===== src/shared/srl_params.svh =====
// constants for the set-reset latch unit: register offsets, field positions,
// reset values and divider figures.
// assumes it is included by bare name from the package and testbench files.
`ifndef SRL_PARAMS_SVH
`define SRL_PARAMS_SVH

// ****************************************************************
// register byte offsets on the apb bus
// ****************************************************************
`define SRL_OFS_CTRL 12'h000
`define SRL_OFS_SRC 12'h004
`define SRL_OFS_STAT 12'h008

// ****************************************************************
// primary control register fields
// ****************************************************************
`define SRL_CTRL_EN_BIT 7
`define SRL_CTRL_DIV_MSB 6
`define SRL_CTRL_DIV_LSB 4
`define SRL_CTRL_QEN_BIT 3
`define SRL_CTRL_NQEN_BIT 2
`define SRL_CTRL_FWSET_BIT 1
`define SRL_CTRL_FWRST_BIT 0

// ****************************************************************
// source enable register fields
// ****************************************************************
`define SRL_SRC_PIN_SET_BIT 7
`define SRL_SRC_PULSE_SET_BIT 6
`define SRL_SRC_CMP2_SET_BIT 5
`define SRL_SRC_CMP1_SET_BIT 4
`define SRL_SRC_PIN_RST_BIT 3
`define SRL_SRC_PULSE_RST_BIT 2
`define SRL_SRC_CMP2_RST_BIT 1
`define SRL_SRC_CMP1_RST_BIT 0

// ****************************************************************
// status register field and reset values
// ****************************************************************
`define SRL_STAT_LATCH_BIT 0
`define SRL_CTRL_RESET 8'h00
`define SRL_SRC_RESET 8'h00

// ****************************************************************
// periodic pulse divider: period is min times two to the select
// ****************************************************************
`define SRL_DIV_MIN 4
`define SRL_DIV_SEL_W 3
`define SRL_DIV_CNT_W 9

`endif


===== src/shared/srl_pkg.sv =====
// types shared by the set-reset latch unit files.
// assumes the params header is on the include path.
`include "srl_params.svh"

package srl_pkg;

  // ****************************************************************
  // three-stage input synchroniser with agreement filter
  // ****************************************************************
  typedef struct packed {
    logic s1;
    logic s2;
    logic s3;
    logic f;
  } srl_sync_type;

  // ****************************************************************
  // whole state of the top module
  // ****************************************************************
  typedef struct packed {
    logic [7:0] ctrl;
    logic [7:0] src;
    logic fw_set;
    logic fw_rst;
    srl_sync_type pin;
    srl_sync_type cmp1;
    srl_sync_type cmp2;
    logic latch;
    logic true_pin;
    logic comp_pin;
    logic true_drive;
    logic comp_drive;
    logic pready;
    logic pslverr;
    logic [31:0] prdata;
  } srl_state_type;

  // ****************************************************************
  // whole state of the pulse generator
  // ****************************************************************
  typedef struct packed {
    logic [`SRL_DIV_CNT_W-1:0] cnt;
    logic pulse;
  } srl_pgen_state_type;

endpackage


===== src/design/srl_pulse_gen.sv =====
// periodic pulse generator: one clock wide pulse every selected period.
// assumes a free running pclk and a select held stable by software.
`timescale 1ns/1ns
`default_nettype none

module srl_pulse_gen
  import srl_pkg::*;
#(
  parameter int CNT_W = `SRL_DIV_CNT_W,
  parameter int SEL_W = `SRL_DIV_SEL_W
) (
  // clock and reset
  input wire logic pclk,
  input wire logic presetn,
  // divider select and pulse out
  input wire logic [SEL_W-1:0] sel,
  output logic pulse
);

  srl_pgen_state_type st_q;
  srl_pgen_state_type st_d;

  // last count of a period for a given select
  function automatic logic [CNT_W-1:0] last_count(input logic [SEL_W-1:0] s);
    logic [CNT_W:0] n;
    n = (CNT_W+1)'(`SRL_DIV_MIN) << s;
    return CNT_W'(n - (CNT_W+1)'(1));
  endfunction

  // count 0..N-1 and flag the last count; a shortened select wraps at once
  always_comb begin
    st_d = st_q;
    if (st_q.cnt >= last_count(sel)) begin
      st_d.cnt = '0;
      st_d.pulse = 1'b1;
    end else begin
      st_d.cnt = st_q.cnt + CNT_W'(1);
      st_d.pulse = 1'b0;
    end
  end

  // state register
  always_ff @(posedge pclk or negedge presetn) begin
    if (!presetn) begin
      st_q <= '0;
    end else begin
      st_q <= st_d;
    end
  end

  assign pulse = st_q.pulse;

  // ****************************************************************
  // checks
  // ****************************************************************
  property p_pulse_one_wide;
    @(posedge pclk) disable iff (!presetn)
    st_q.pulse |=> !st_q.pulse;
  endproperty
  a_pulse_one_wide: assert property (p_pulse_one_wide)
    else $error("periodic pulse wider than one cycle");

  property p_period_four;
    @(posedge pclk) disable iff (!presetn)
    (st_q.pulse && sel == '0) ##1 (sel == '0)[*3] |=> st_q.pulse && $past(!st_q.pulse);
  endproperty
  a_period_four: assert property (p_period_four)
    else $error("periodic pulse not every fourth cycle");

endmodule // srl_pulse_gen

`default_nettype wire


===== src/design/srl_top.sv =====
// set-reset latch unit with apb register access, periodic pulse source,
// synchronised pin and comparator inputs and gated pin outputs.
// assumes an apb master on pclk; pin and comparator inputs are asynchronous;
// the port direction logic outside decides whether the pins really drive.
`timescale 1ns/1ns
`default_nettype none

module srl_top
  import srl_pkg::*;
#(
  parameter int ADDR_W = 12
) (
  // clock and reset
  input wire logic pclk,
  input wire logic presetn,
  // apb slave
  input wire logic psel,
  input wire logic penable,
  input wire logic pwrite,
  input wire logic [ADDR_W-1:0] paddr,
  input wire logic [31:0] pwdata,
  output logic [31:0] prdata,
  output logic pready,
  output logic pslverr,
  // asynchronous latch sources
  input wire logic latch_input_pin,
  input wire logic cmp1_out,
  input wire logic cmp2_out,
  // latch outputs toward the pins
  output logic true_output_pin,
  output logic true_output_drive,
  output logic complement_output_pin,
  output logic complement_output_drive,
  output logic latch_state
);

  // ****************************************************************
  // state and helpers
  // ****************************************************************
  srl_state_type st_q;
  srl_state_type st_d;
  logic periodic_pulse;
  logic set_eff;
  logic rst_eff;
  logic access;
  logic commit_wr;
  logic commit_rd;

  // byte address match for one register offset
  function automatic logic addr_is(input logic [ADDR_W-1:0] a, input logic [11:0] ofs);
    return a == ADDR_W'(ofs);
  endfunction

  // one step of the three-stage synchroniser; the filter only reads stages two and three
  function automatic srl_sync_type sync_step(input srl_sync_type s, input logic in);
    srl_sync_type n;
    n.s1 = in;
    n.s2 = s.s1;
    n.s3 = s.s2;
    n.f = (s.s2 == s.s3) ? s.s3 : s.f;
    return n;
  endfunction

  // or of the enabled set sources, firmware pulse included
  function automatic logic set_sources(input srl_state_type s, input logic pls);
    logic r;
    r = s.fw_set;
    r = r | (s.src[`SRL_SRC_PIN_SET_BIT] & s.pin.f);
    r = r | (s.src[`SRL_SRC_PULSE_SET_BIT] & pls);
    r = r | (s.src[`SRL_SRC_CMP2_SET_BIT] & s.cmp2.f);
    r = r | (s.src[`SRL_SRC_CMP1_SET_BIT] & s.cmp1.f);
    return r;
  endfunction

  // or of the enabled reset sources, firmware pulse included
  function automatic logic rst_sources(input srl_state_type s, input logic pls);
    logic r;
    r = s.fw_rst;
    r = r | (s.src[`SRL_SRC_PIN_RST_BIT] & s.pin.f);
    r = r | (s.src[`SRL_SRC_PULSE_RST_BIT] & pls);
    r = r | (s.src[`SRL_SRC_CMP2_RST_BIT] & s.cmp2.f);
    r = r | (s.src[`SRL_SRC_CMP1_RST_BIT] & s.cmp1.f);
    return r;
  endfunction

  // ****************************************************************
  // periodic pulse source
  // ****************************************************************
  srl_pulse_gen #(
    .CNT_W(`SRL_DIV_CNT_W),
    .SEL_W(`SRL_DIV_SEL_W)
  ) u_pulse_gen (
    .pclk(pclk),
    .presetn(presetn),
    .sel(st_q.ctrl[`SRL_CTRL_DIV_MSB:`SRL_CTRL_DIV_LSB]),
    .pulse(periodic_pulse)
  );

  // ****************************************************************
  // bus phase decode
  // ****************************************************************
  // one wait state: the answer is prepared in the first access cycle
  assign access = psel & penable;
  assign commit_wr = access & st_q.pready & pwrite & !st_q.pslverr;
  assign commit_rd = access & st_q.pready & !pwrite;

  // effective latch inputs, both active high
  assign set_eff = set_sources(st_q, periodic_pulse);
  assign rst_eff = rst_sources(st_q, periodic_pulse);

  // ****************************************************************
  // next state
  // ****************************************************************
  always_comb begin
    st_d = st_q;
    // input synchronisers
    st_d.pin = sync_step(st_q.pin, latch_input_pin);
    st_d.cmp1 = sync_step(st_q.cmp1, cmp1_out);
    st_d.cmp2 = sync_step(st_q.cmp2, cmp2_out);
    // firmware pulses last one cycle unless written again
    st_d.fw_set = 1'b0;
    st_d.fw_rst = 1'b0;
    // apb answer prepared in the first access cycle
    st_d.pready = 1'b0;
    st_d.pslverr = 1'b0;
    st_d.prdata = '0;
    if (access && !st_q.pready) begin
      st_d.pready = 1'b1;
      if (addr_is(paddr, `SRL_OFS_CTRL)) begin
        st_d.prdata[7:0] = st_q.ctrl;
        st_d.prdata[`SRL_CTRL_FWSET_BIT] = 1'b0;
        st_d.prdata[`SRL_CTRL_FWRST_BIT] = 1'b0;
      end else if (addr_is(paddr, `SRL_OFS_SRC)) begin
        st_d.prdata[7:0] = st_q.src;
      end else if (addr_is(paddr, `SRL_OFS_STAT)) begin
        st_d.prdata[`SRL_STAT_LATCH_BIT] = st_q.latch;
      end else begin
        st_d.pslverr = 1'b1;
      end
    end
    // register writes take effect at the completing edge
    if (commit_wr) begin
      if (addr_is(paddr, `SRL_OFS_CTRL)) begin
        st_d.ctrl = pwdata[7:0];
        st_d.ctrl[`SRL_CTRL_FWSET_BIT] = 1'b0;
        st_d.ctrl[`SRL_CTRL_FWRST_BIT] = 1'b0;
        st_d.fw_set = pwdata[`SRL_CTRL_FWSET_BIT];
        st_d.fw_rst = pwdata[`SRL_CTRL_FWRST_BIT];
      end else if (addr_is(paddr, `SRL_OFS_SRC)) begin
        st_d.src = pwdata[7:0];
      end
    end
    // latch storage, reset dominant, frozen while disabled
    if (st_q.ctrl[`SRL_CTRL_EN_BIT]) begin
      if (rst_eff) begin
        st_d.latch = 1'b0;
      end else if (set_eff) begin
        st_d.latch = 1'b1;
      end
    end
    // pin values follow the latch, routing follows the enables
    st_d.true_pin = st_q.latch;
    st_d.comp_pin = !st_q.latch;
    st_d.true_drive = st_q.ctrl[`SRL_CTRL_EN_BIT] & st_q.ctrl[`SRL_CTRL_QEN_BIT];
    st_d.comp_drive = st_q.ctrl[`SRL_CTRL_EN_BIT] & st_q.ctrl[`SRL_CTRL_NQEN_BIT];
  end

  // ****************************************************************
  // state register
  // ****************************************************************
  // the latch gets a constant only so simulation starts clean; software
  // must not rely on it and forces the latch before routing it out
  always_ff @(posedge pclk or negedge presetn) begin
    if (!presetn) begin
      st_q <= '0;
      st_q.ctrl <= `SRL_CTRL_RESET;
      st_q.src <= `SRL_SRC_RESET;
      st_q.latch <= 1'b0;
    end else begin
      st_q <= st_d;
    end
  end

  // outputs straight from the state register
  assign prdata = st_q.prdata;
  assign pready = st_q.pready;
  assign pslverr = st_q.pslverr;
  assign true_output_pin = st_q.true_pin;
  assign true_output_drive = st_q.true_drive;
  assign complement_output_pin = st_q.comp_pin;
  assign complement_output_drive = st_q.comp_drive;
  assign latch_state = st_q.latch;

  // ****************************************************************
  // checks
  // ****************************************************************
  property p_disabled_outputs_off;
    @(posedge pclk) disable iff (!presetn)
    !st_q.ctrl[`SRL_CTRL_EN_BIT] |=> !true_output_drive && !complement_output_drive;
  endproperty
  a_disabled_outputs_off: assert property (p_disabled_outputs_off)
    else $error("output routed while latch disabled");

  property p_true_route;
    @(posedge pclk) disable iff (!presetn)
    st_q.ctrl[`SRL_CTRL_EN_BIT] && st_q.ctrl[`SRL_CTRL_QEN_BIT]
      |=> true_output_drive && (true_output_pin == $past(st_q.latch));
  endproperty
  a_true_route: assert property (p_true_route)
    else $error("true output not routed with latch value");

  property p_comp_route;
    @(posedge pclk) disable iff (!presetn)
    st_q.ctrl[`SRL_CTRL_EN_BIT] && st_q.ctrl[`SRL_CTRL_NQEN_BIT]
      |=> complement_output_drive && (complement_output_pin != $past(st_q.latch));
  endproperty
  a_comp_route: assert property (p_comp_route)
    else $error("complement output not routed with inverted latch value");

  property p_fw_set_pulse;
    @(posedge pclk) disable iff (!presetn)
    commit_wr && addr_is(paddr, `SRL_OFS_CTRL) && pwdata[`SRL_CTRL_FWSET_BIT]
      |=> st_q.fw_set ##1 !st_q.fw_set;
  endproperty
  a_fw_set_pulse: assert property (p_fw_set_pulse)
    else $error("firmware set pulse not exactly one cycle");

  property p_fw_rst_pulse;
    @(posedge pclk) disable iff (!presetn)
    commit_wr && addr_is(paddr, `SRL_OFS_CTRL) && pwdata[`SRL_CTRL_FWRST_BIT]
      |=> st_q.fw_rst ##1 !st_q.fw_rst;
  endproperty
  a_fw_rst_pulse: assert property (p_fw_rst_pulse)
    else $error("firmware reset pulse not exactly one cycle");

  property p_pulse_bits_read_zero;
    @(posedge pclk) disable iff (!presetn)
    commit_rd && addr_is(paddr, `SRL_OFS_CTRL) |-> prdata[1:0] == 2'h0;
  endproperty
  a_pulse_bits_read_zero: assert property (p_pulse_bits_read_zero)
    else $error("pulse bits read back nonzero");

  property p_reset_dominant;
    @(posedge pclk) disable iff (!presetn)
    st_q.ctrl[`SRL_CTRL_EN_BIT] && set_eff && rst_eff |=> !latch_state;
  endproperty
  a_reset_dominant: assert property (p_reset_dominant)
    else $error("latch not reset when set and reset both high");

  property p_pin_sets_latch;
    @(posedge pclk) disable iff (!presetn)
    st_q.ctrl[`SRL_CTRL_EN_BIT] && st_q.src[`SRL_SRC_PIN_SET_BIT] && st_q.pin.f && !rst_eff
      |=> latch_state;
  endproperty
  a_pin_sets_latch: assert property (p_pin_sets_latch)
    else $error("enabled input pin failed to set latch");

  property p_cmp1_resets_latch;
    @(posedge pclk) disable iff (!presetn)
    st_q.ctrl[`SRL_CTRL_EN_BIT] && st_q.src[`SRL_SRC_CMP1_RST_BIT] && st_q.cmp1.f
      |=> !latch_state;
  endproperty
  a_cmp1_resets_latch: assert property (p_cmp1_resets_latch)
    else $error("enabled comparator 1 failed to reset latch");

  property p_latch_holds;
    @(posedge pclk) disable iff (!presetn)
    !set_eff && !rst_eff |=> $stable(latch_state);
  endproperty
  a_latch_holds: assert property (p_latch_holds)
    else $error("latch changed with no active source");

  property p_bus_answer;
    @(posedge pclk) disable iff (!presetn)
    access && !pready |=> pready ##1 !pready;
  endproperty
  a_bus_answer: assert property (p_bus_answer)
    else $error("apb answer not one wait state");

endmodule // srl_top

`default_nettype wire


===== config.mk =====
export PLATFORM = sky130hd
export DESIGN_NAME = srl_top
export DESIGN_NICKNAME = d
export VERILOG_FILES = /design/src/shared/srl_pkg.sv /design/src/design/srl_pulse_gen.sv /design/src/design/srl_top.sv
export VERILOG_INCLUDE_DIRS = /design/src /design/src/shared
export SDC_FILE = /design/constraint.sdc
export NUM_CORES = 1
export LEC_CHECK = 0
export BUFFER_PORTS_ARGS = -buffer_cell sky130_fd_sc_hd__buf_2
export CORE_ASPECT_RATIO = 0.5
export CORE_UTILIZATION = 30
export CTS_CLUSTER_DIAMETER = 50
export CTS_CLUSTER_SIZE = 25
export DETAILED_ROUTE_END_ITERATION = 6
export SLEW_MARGIN = 10
export SYNTH_ARGS = -nofsm -noshare
export SYNTH_HDL_FRONTEND = slang
export SYNTH_HIERARCHICAL = 1
export SYNTH_SLANG_ARGS = --single-unit
export TNS_END_PERCENT = 20

===== constraint.sdc =====
create_clock -name pclk -period 2.2 [get_ports pclk]
set_input_delay 0.33 -clock pclk [delete_from_list [all_inputs] [get_ports pclk]]
set_output_delay 0.33 -clock pclk [all_outputs]
set_load 0.01 [all_outputs]

==> results.json, run 1 <==
{
  "cts_resized": 0,
  "post_dp_cell_area_um2": 2720,
  "grt_pass1_vias": 1535,
  "grt_pass1_wl_mm": 7.18,
  "fp.coreArea_um2": 8090,
  "synth_edf_count": 0,
  "drc": 0,
  "stdcell_count": 360,
  "hp-class": "in -> reg",
  "power_density_nw_per_um2": 805,
  "antenna_cells": 0,
  "grt_max_degree": 54,
  "netlist_instances": 209,
  "fin_setup_tns_ns": 0,
  "ctsHoldBuffers": 0,
  "die_y_um": 67.0,
  "critPathKind": "reg -> reg",
  "fin_skew_ns": 0.00488,
  "die_area_um2": 8830,
  "overflow": 0,
  "routed_via_density": 4.25,
  "nets": 307,
  "hold_viol": 0,
  "maxSlewViolCount": 0,
  "async_flop_share_pct": 100,
  "die_x_um": 132,
  "whs_ns": 0.148,
  "cts_tree": "done",
  "antenna_found_initial": 0,
  "cts_buffer_depth": 2,
  "dr.pass1.iters": 4,
  "finalPower_uw": 2330,
  "first_iter_violations": 107,
  "wl_per_cell_um": 12.0,
  "worstMarginPinSlew_ns": 0.664,
  "fin_crit_sh_pct": 84.6,
  "synthDistinctLibCells": 39,
  "timing.fmax_mhz": 537,
  "final_common_cell": "dfrtp_1",
  "track_usage_pct": 10.2,
  "crit_required_ns": 2.35,
  "yosys_most_used_dff": "dfrtp_1",
  "p_leak_uw": 0.00140,
  "post-cts-setup-buffer-count": 0,
  "fin_area_um2": 2890,
  "dp.cells": 352,
  "syn_area_um2": 2530,
  "totalWireLength_mm": 4.33,
  "synth.area.top_cells": "dfrtp_1 (52%), buf_4 (9.5%), ha_1 (4.0%), mux2_4 (3.6%), mux2i_1 (2.4%)",
  "ant_nets": 0,
  "cts_htree_levels": 2,
  "drive_above_1_share_pct": 26.6,
  "num_rows": 23,
  "synth_seq_area_share_pct": 52.4,
  "yosysWarnings": 6,
  "dp_hpwl_mm": 3.23,
  "peakVddDrop_v": 0.000567,
  "max_cap_violations": 0,
  "numCtsBuffers": 5,
  "setup_viol": 0,
  "maxSlewHeadroom_pct": 55.7,
  "cts.sinks": 53,
  "ys_seq_elements": 53,
  "synth.largest_area_cell": "dfrtp_1",
  "layout_common_cells": "dfrtp_1 (53), buf_2 (42), conb_1 (24)",
  "critPathMaxFanout": 10,
  "clk_latency_ns": 0.28,
  "rsz0062_at_grt": "no",
  "place_congestion": 0.725,
  "clk_transition_reported_paths_ns": 0.07,
  "clock-root-buffer": "clkbuf_16",
  "num_vias": 1530,
  "syn2layout_area_growth_pct": 14.3,
  "portBuffers": 42,
  "syn_avg_cell_area_um2": 12.1,
  "start_util_pct": 31.3,
  "start_kind": "flop",
  "end_kind": "flop",
  "final.min_clock_period_ns": 1.86,
  "cp.arrival_ns": 2.01,
  "nFillCells": 796,
  "io_pins": 91,
  "status": "finished clean",
  "synth_top_area_share_pct": 52.4
}
report_power, final:
part / internal (µW) / switching (µW)
registers: 1030 / 52.0
clock network: 568 / 337
logic: 151 / 189
area by class of cell:
cell class | instances | area (µm²) | share of cell area (%)
Tap cell | 112 | 140 | 4.84
Timing Repair Buffer | 43 | 218 | 7.53
Multi-Input combinational cell | 140 | 1020 | 35.2
Clock buffer | 6 | 139 | 4.80
Inverter | 4 | 15.0 | 0.519
Clock inverter | 2 | 37.5 | 1.30
Sequential cell | 53 | 1330 | 45.8
metrics by stage:
step / worst slack (ns) / utilization, %
detailed placement: 0.284 / 33.6
global placement: 0.314 / 33.6
CTS: 0.339 / 35.8
global route: 0.212 / 35.8
finish: 0.339 / 35.8
floorplan: 0.571 / -
cells in the mapped netlist (2+ instances only):
cell type and count:
mux2_4 6, nor3_1 3, nand3b_1 2, mux2_1 4, buf_4 32, and2_1 4
nand4_1 3, maj3_1 3, nor3b_1 5, xnor2_1 6, nor4_4 2, mux2_2 4
nand3_1 6, a222oi_1 2, nor2_1 16, dfrtp_1 53, mux2i_1 6, a21oi_1 11
inv_1 4, ha_1 8, nand2_1 11
path summary, 6_finish.rpt:
path                            startpoint                       to  slack, ns  cells past startpoint
min in group asynchronous          presetn  complement_output_drive       0.17                      2
worst max-delay path              st_q[66]      u_pulse_gen/st_q[7]       0.34                      5
worst max register to register    st_q[66]      u_pulse_gen/st_q[7]       0.34                      5
worst min-delay path              cmp2_out                 st_d[41]       0.15                      1
worst min register to register    st_d[49]                 st_d[48]       0.35                      0
max in group asynchronous          presetn                  pslverr       1.59                      2
registers in the layout, indices dropped and copies added (netlist names):
signal                   count
true_output_drive            1
st_q                        22
latch_state                  1
prdata                       8
pslverr                      1
complement_output_drive      1
u_pulse_gen/st_q             9
u_pulse_gen/pulse            1
true_output_pin              1
pready                       1
complement_output_pin        1
st_d                         6
cell families after synthesis:
family / after synthesis / share of synthesized area (%)
compound gates: 16 / 4.50
xor+xnor: 7 / 2.42
fa+ha+maj: 11 / 5.14
buf+inv: 39 / 10.8
flops: 53 / 52.4
mux: 20 / 9.49
other cells: 1 / 0.148
simple gates: 62 / 15.1
metal layers:
metal,GRT usage (%),vias up,wire length [µm]
met5,0,-,0
met4,2.62,0,38
met3,2.97,4,201
met2,18.3,48,2050
met1,12.2,739,2040
li1,-,739,-
worst max-delay path, cell delays in order, from the launching register on:
cell and delay (ns):
dfrtp_1 0.47, a21oi_1 0.11, ha_1 0.36, nand4b_4 0.12, a311oi_4 0.54, nor3b_1 0.12
Note: power is estimated with default switching activity, not from simulation.
==> run 2, diff against run 1 <==
==> constraint.sdc (replaced) <==
create_clock -name pclk -period 1.8 [get_ports pclk]
set_input_delay 0.27 -clock pclk [delete_from_list [all_inputs] [get_ports pclk]]
set_output_delay 0.27 -clock pclk [all_outputs]
set_load 0.01 [all_outputs]
==> results.json, run 2 (synthesis gave the netlist of run 1 again) <==
{
  "status": "finished clean",
  "place_congestion": 0.705,
  "grt_pass1_wl_mm": 7.41,
  "first_iter_violations": 107,
  "clk_transition_reported_paths_ns": 0.07,
  "routed_via_density": 4.23,
  "peakVddDrop_v": 0.000507,
  "p_sw_share_pct": 24.4,
  "io_pins": 91,
  "dp_hpwl_mm": 3.28,
  "cts_tree": "done",
  "max_cap_violations": 0,
  "power_density_nw_per_um2": 1010,
  "dr.pass1.iters": 4,
  "largest_reg_flops": 22,
  "portBuffers": 42,
  "start_kind": "flop",
  "die_x_um": 132,
  "fin_skew_ns": 0.00219,
  "cts.sinks": 53,
  "dp_worst_setup_slack_ns": 0.0468,
  "post-cts-setup-buffer-count": 0,
  "cts_buffer_depth": 2,
  "critPathMaxFanout": 7,
  "clkPwrFrac_pct": 40.0,
  "hold_viol": 0,
  "dp.cells": 359,
  "setup_slack_ns": 0.108,
  "final_common_cell": "dfrtp_1",
  "end_kind": "flop",
  "cp.arrival_ns": 1.90,
  "drive_above_1_share_pct": 31.3,
  "hp-class": "in -> reg",
  "timing.fmax_mhz": 591,
  "antenna_found_initial": 0,
  "critPathKind": "reg -> reg",
  "maxSlewViolCount": 0,
  "grt_pass1_vias": 1576,
  "layout_common_cells": "dfrtp_1 (50), buf_2 (42), conb_1 (24)",
  "fin_crit_sh_pct": 94.0,
  "p_leak_uw": 0.00146,
  "syn2layout_area_growth_pct": 19.0,
  "internal_power_uw": 2300,
  "cp_slowest_cell": "dfrtp_2",
  "final.min_clock_period_ns": 1.69,
  "slowest_delay_ns": 0.45,
  "crit_required_ns": 2.01,
  "comb_power_share_pct": 16.4,
  "start_util_pct": 31.3,
  "clk_latency_ns": 0.29,
  "rsz0062_at_grt": "no",
  "overflow": 0,
  "largest-register": "st_q",
  "num_vias": 1557,
  "ant_nets": 0,
  "grt_max_degree": 54,
  "drc": 0,
  "numCtsBuffers": 5,
  "fin_setup_tns_ns": 0,
  "wl_per_cell_um": 12.2,
  "stdcell_count": 368,
  "antenna_cells": 0,
  "nets": 315,
  "num_rows": 23,
  "die_y_um": 67.0,
  "seqPwrFrac_pct": 43.6,
  "crit_chain": "a21oi_1 > ha_1 > a21oi_2 > a311oi_4 > buf_4 > nor3b_1",
  "track_usage_pct": 10.8,
  "setup_viol": 0,
  "cts_htree_levels": 2,
  "die_area_um2": 8830,
  "clock-root-buffer": "clkbuf_16",
  "totalWireLength_mm": 4.47,
  "switchingPower_uw": 743,
  "fp.coreArea_um2": 8090
}
[run 2: area by class of cell]
class                      instances  area (µm²)
clock inverter                     3        65.1
clock buffer                       5         125
tap                              112         140
sequential                        53        1330
multi-input combinational        140        1030
timing repair buffer              51         305
fill                             781        5070
inverter                           4        15.0
[run 2: worst paths after layout]
path	cells past startpoint	slack (ns)	to	startpoint
max	6	0.11	u_pulse_gen/st_q[7]	st_q[66]
min	1	0.08	st_d[41]	cmp2_out
max reg2reg	6	0.11	u_pulse_gen/st_q[7]	st_q[66]
min reg2reg	0	0.35	st_d[48]	st_d[49]
max in group asynchronous	3	1.03	st_q[67]	presetn
min in group asynchronous	3	0.53	complement_output_drive	presetn
[run 2: power groups by stage]
stage / Combinational [µW] / Sequential (µW) / Clock, µW
after floorplan: 341 / 1330 / 0
after global placement: 470 / 1340 / 0
after detailed placement: 494 / 1350 / 0
after CTS: 498 / 1320 / 1250
after global routing: 556 / 1330 / 1300
final: 500 / 1330 / 1220
[run 2: repair_timing]
item,CTS,global route
resized for setup,0,7
setup endpoints to repair,0,10
hold endpoints to repair,53,0
hold buffers,1,0
[run 2: worst max-delay path: cells and delay by family, from the launching register on]
family	cells	cell delay, ns
compound gates	3	0.49
simple gates	1	0.19
buf+inv	1	0.17
flops	1	0.45
fa+ha+maj	1	0.30
[run 2: per-layer routing]
layer / track usage, % / up-vias / share of wire [%]
met5: 0 / - / 0
met4: 3.78 / 0 / 0.49
met3: 3.81 / 2 / 5.3
met2: 18.7 / 47 / 48
met1: 12.6 / 753 / 46
li1: - / 755 / -
[run 2: through the flow]
stage / util (%) / area (µm²) / power (µW) / hold slack (ns)
CTS: 37.0 / 2990 / 3070 / 0.0762
global route: 37.3 / 3010 / 3190 / 0.0766
global placement: 34.6 / 2790 / 1810 / 0.281
detailed placement: 34.6 / 2790 / 1840 / 0.293
floorplan: - / 2620 / 1670 / -0.0256
finish: 37.3 / 3010 / 3040 / 0.0822
==> run 3, diff against run 2 <==
--- a/config.mk
+++ b/config.mk
@@ -12,6 +12,7 @@
 export CTS_CLUSTER_DIAMETER = 50
 export CTS_CLUSTER_SIZE = 25
 export DETAILED_ROUTE_END_ITERATION = 6
+export RECOVER_POWER = 25
 export SLEW_MARGIN = 10
 export SYNTH_ARGS = -nofsm -noshare
 export SYNTH_HDL_FRONTEND = slang
==> results.json, run 3 (synthesis gave the netlist of run 1 again) <==
{
  "status": "finished clean",
  "fin_setup_tns_ns": 0,
  "place_congestion": 0.705,
  "cts.sinks": 53,
  "first_iter_violations": 119,
  "switchingPower_uw": 743,
  "grt_pass1_wl_mm": 7.41,
  "antenna_cells": 0,
  "totalWireLength_mm": 4.47,
  "cts_tree": "done",
  "portBuffers": 42,
  "final.min_clock_period_ns": 1.70,
  "cts_buffer_depth": 2,
  "hold_viol": 0,
  "dp.cells": 359,
  "clk_latency_ns": 0.29,
  "dr.pass1.iters": 4,
  "cp_top_family": "compound AO/OA/AOI/OAI gates",
  "r2r-start": "st_q[66]",
  "worstMarginPinSlew_ns": 0.706,
  "crit_required_ns": 2.00,
  "seqPwrFrac_pct": 43.6,
  "maxSlewViolCount": 0,
  "critPathMaxFanout": 7,
  "numCtsBuffers": 5,
  "cp_slowest_cell": "dfrtp_2",
  "p_sw_share_pct": 24.4,
  "peakVddDrop_v": 0.000507,
  "slowest_delay_ns": 0.45,
  "power_density_nw_per_um2": 1010,
  "cp.arrival_ns": 1.90,
  "routed_via_density": 4.26,
  "die_area_um2": 8830,
  "stdcell_count": 368,
  "r2r-end": "u_pulse_gen/st_q[7]",
  "comb_power_share_pct": 16.4,
  "worstHoldEndpoint": "st_d[41]",
  "hp-class": "in -> reg",
  "largest_reg_flops": 22,
  "dp_hpwl_mm": 3.28,
  "die_x_um": 132,
  "postLayoutCoreUtil_pct": 37.1,
  "fin_skew_ns": 0.00253,
  "internal_power_uw": 2300,
  "overflow": 0,
  "clk_transition_reported_paths_ns": 0.07,
  "fin_crit_sh_pct": 94.4,
  "hp-start": "cmp2_out",
  "crit_chain": "a21oi_1 > ha_1 > a21oi_2 > a311oi_4 > buf_4 > nor3b_1",
  "end_kind": "flop",
  "grt_pass1_vias": 1576,
  "final_common_cell": "dfrtp_1",
  "start_util_pct": 31.3,
  "clkPwrFrac_pct": 40.0,
  "rsz0062_at_grt": "no",
  "reg2regPathDepth": 6,
  "largest-register": "st_q",
  "num_vias": 1568,
  "grt_max_degree": 54,
  "path_buf_inv": 1,
  "maxSlewHeadroom_pct": 52.9,
  "drc": 0,
  "syn2layout_area_growth_pct": 18.5,
  "fp.coreArea_um2": 8090,
  "setup_viol": 0,
  "num_rows": 23,
  "dp_worst_setup_slack_ns": 0.0468,
  "timing.fmax_mhz": 589,
  "regToRegSetupSlack_ns": 0.10,
  "ant_nets": 0,
  "nets": 315,
  "wl_per_cell_um": 12.1,
  "p_leak_uw": 0.00146,
  "cts_htree_levels": 2,
  "hold_depth": 1,
  "track_usage_pct": 10.8,
  "clock-root-buffer": "clkbuf_16",
  "antenna_found_initial": 0,
  "start_kind": "flop",
  "die_y_um": 67.0,
  "max_cap_violations": 0,
  "setup_slack_ns": 0.101,
  "io_pins": 91,
  "layout_common_cells": "dfrtp_1 (50), buf_2 (42), conb_1 (24)",
  "critPathKind": "reg -> reg",
  "drive_above_1_share_pct": 31.3
}
## run 3: final cells by class
type                       count  area [µm²]
inverter                       4        15.0
sequential                    53        1330
multi-input combinational    140        1030
fill                         783        5090
timing repair buffer          51         293
clock buffer                   5         125
clock inverter                 3        65.1
tap                          112         140
## run 3: power groups by stage
stage	sequential, µW	clock, µW	combinational [µW]
final	1330	1220	497
after global routing	1330	1300	551
after CTS	1320	1250	498
after detailed placement	1350	0	494
after global placement	1340	0	470
after floorplan	1330	0	341
## run 3: timing repair
item | in CTS | in global routing
gates resized for setup | 0 | 7
buffers inserted | 0 | 0
endpoints found under the hold margin | 53 | 0
hold buffers | 1 | 0
setup endpoints to repair | 0 | 10
## run 3: how the worst max path moves through the flow
stage,from,to,depth (start not counted)
finish,st_q[66],u_pulse_gen/st_q[7],6
global placement,paddr[1],st_q[66],6
floorplan,st_q[66],u_pulse_gen/st_q[6],5
global route,st_q[66],u_pulse_gen/st_q[9],6
detailed placement,st_q[66],u_pulse_gen/st_q[7],6
CTS,st_q[66],u_pulse_gen/st_q[7],6
## run 3: per-stage QoR
stage          hold WS, ns  instance area (µm²)  power (µW)
2_1_floorplan      -0.0256                 2620        1670
3_3_place_gp         0.281                 2790        1810
3_5_place_dp         0.293                 2790        1840
4_1_cts             0.0762                 2990        3070
5_1_grt             0.0766                 3000        3190
6_report            0.0820                 3000        3040
## run 3: per-layer routing
metal  up-vias  share of wire [%]  track usage, %  wire length [µm]
met1       756                 45            12.6              2030
met4         0               0.87            3.78                39
met5         -                  0               0                 0
met2        53                 48            18.7              2150
met3         4                5.6            3.81               251
li1        755                  -               -                 -
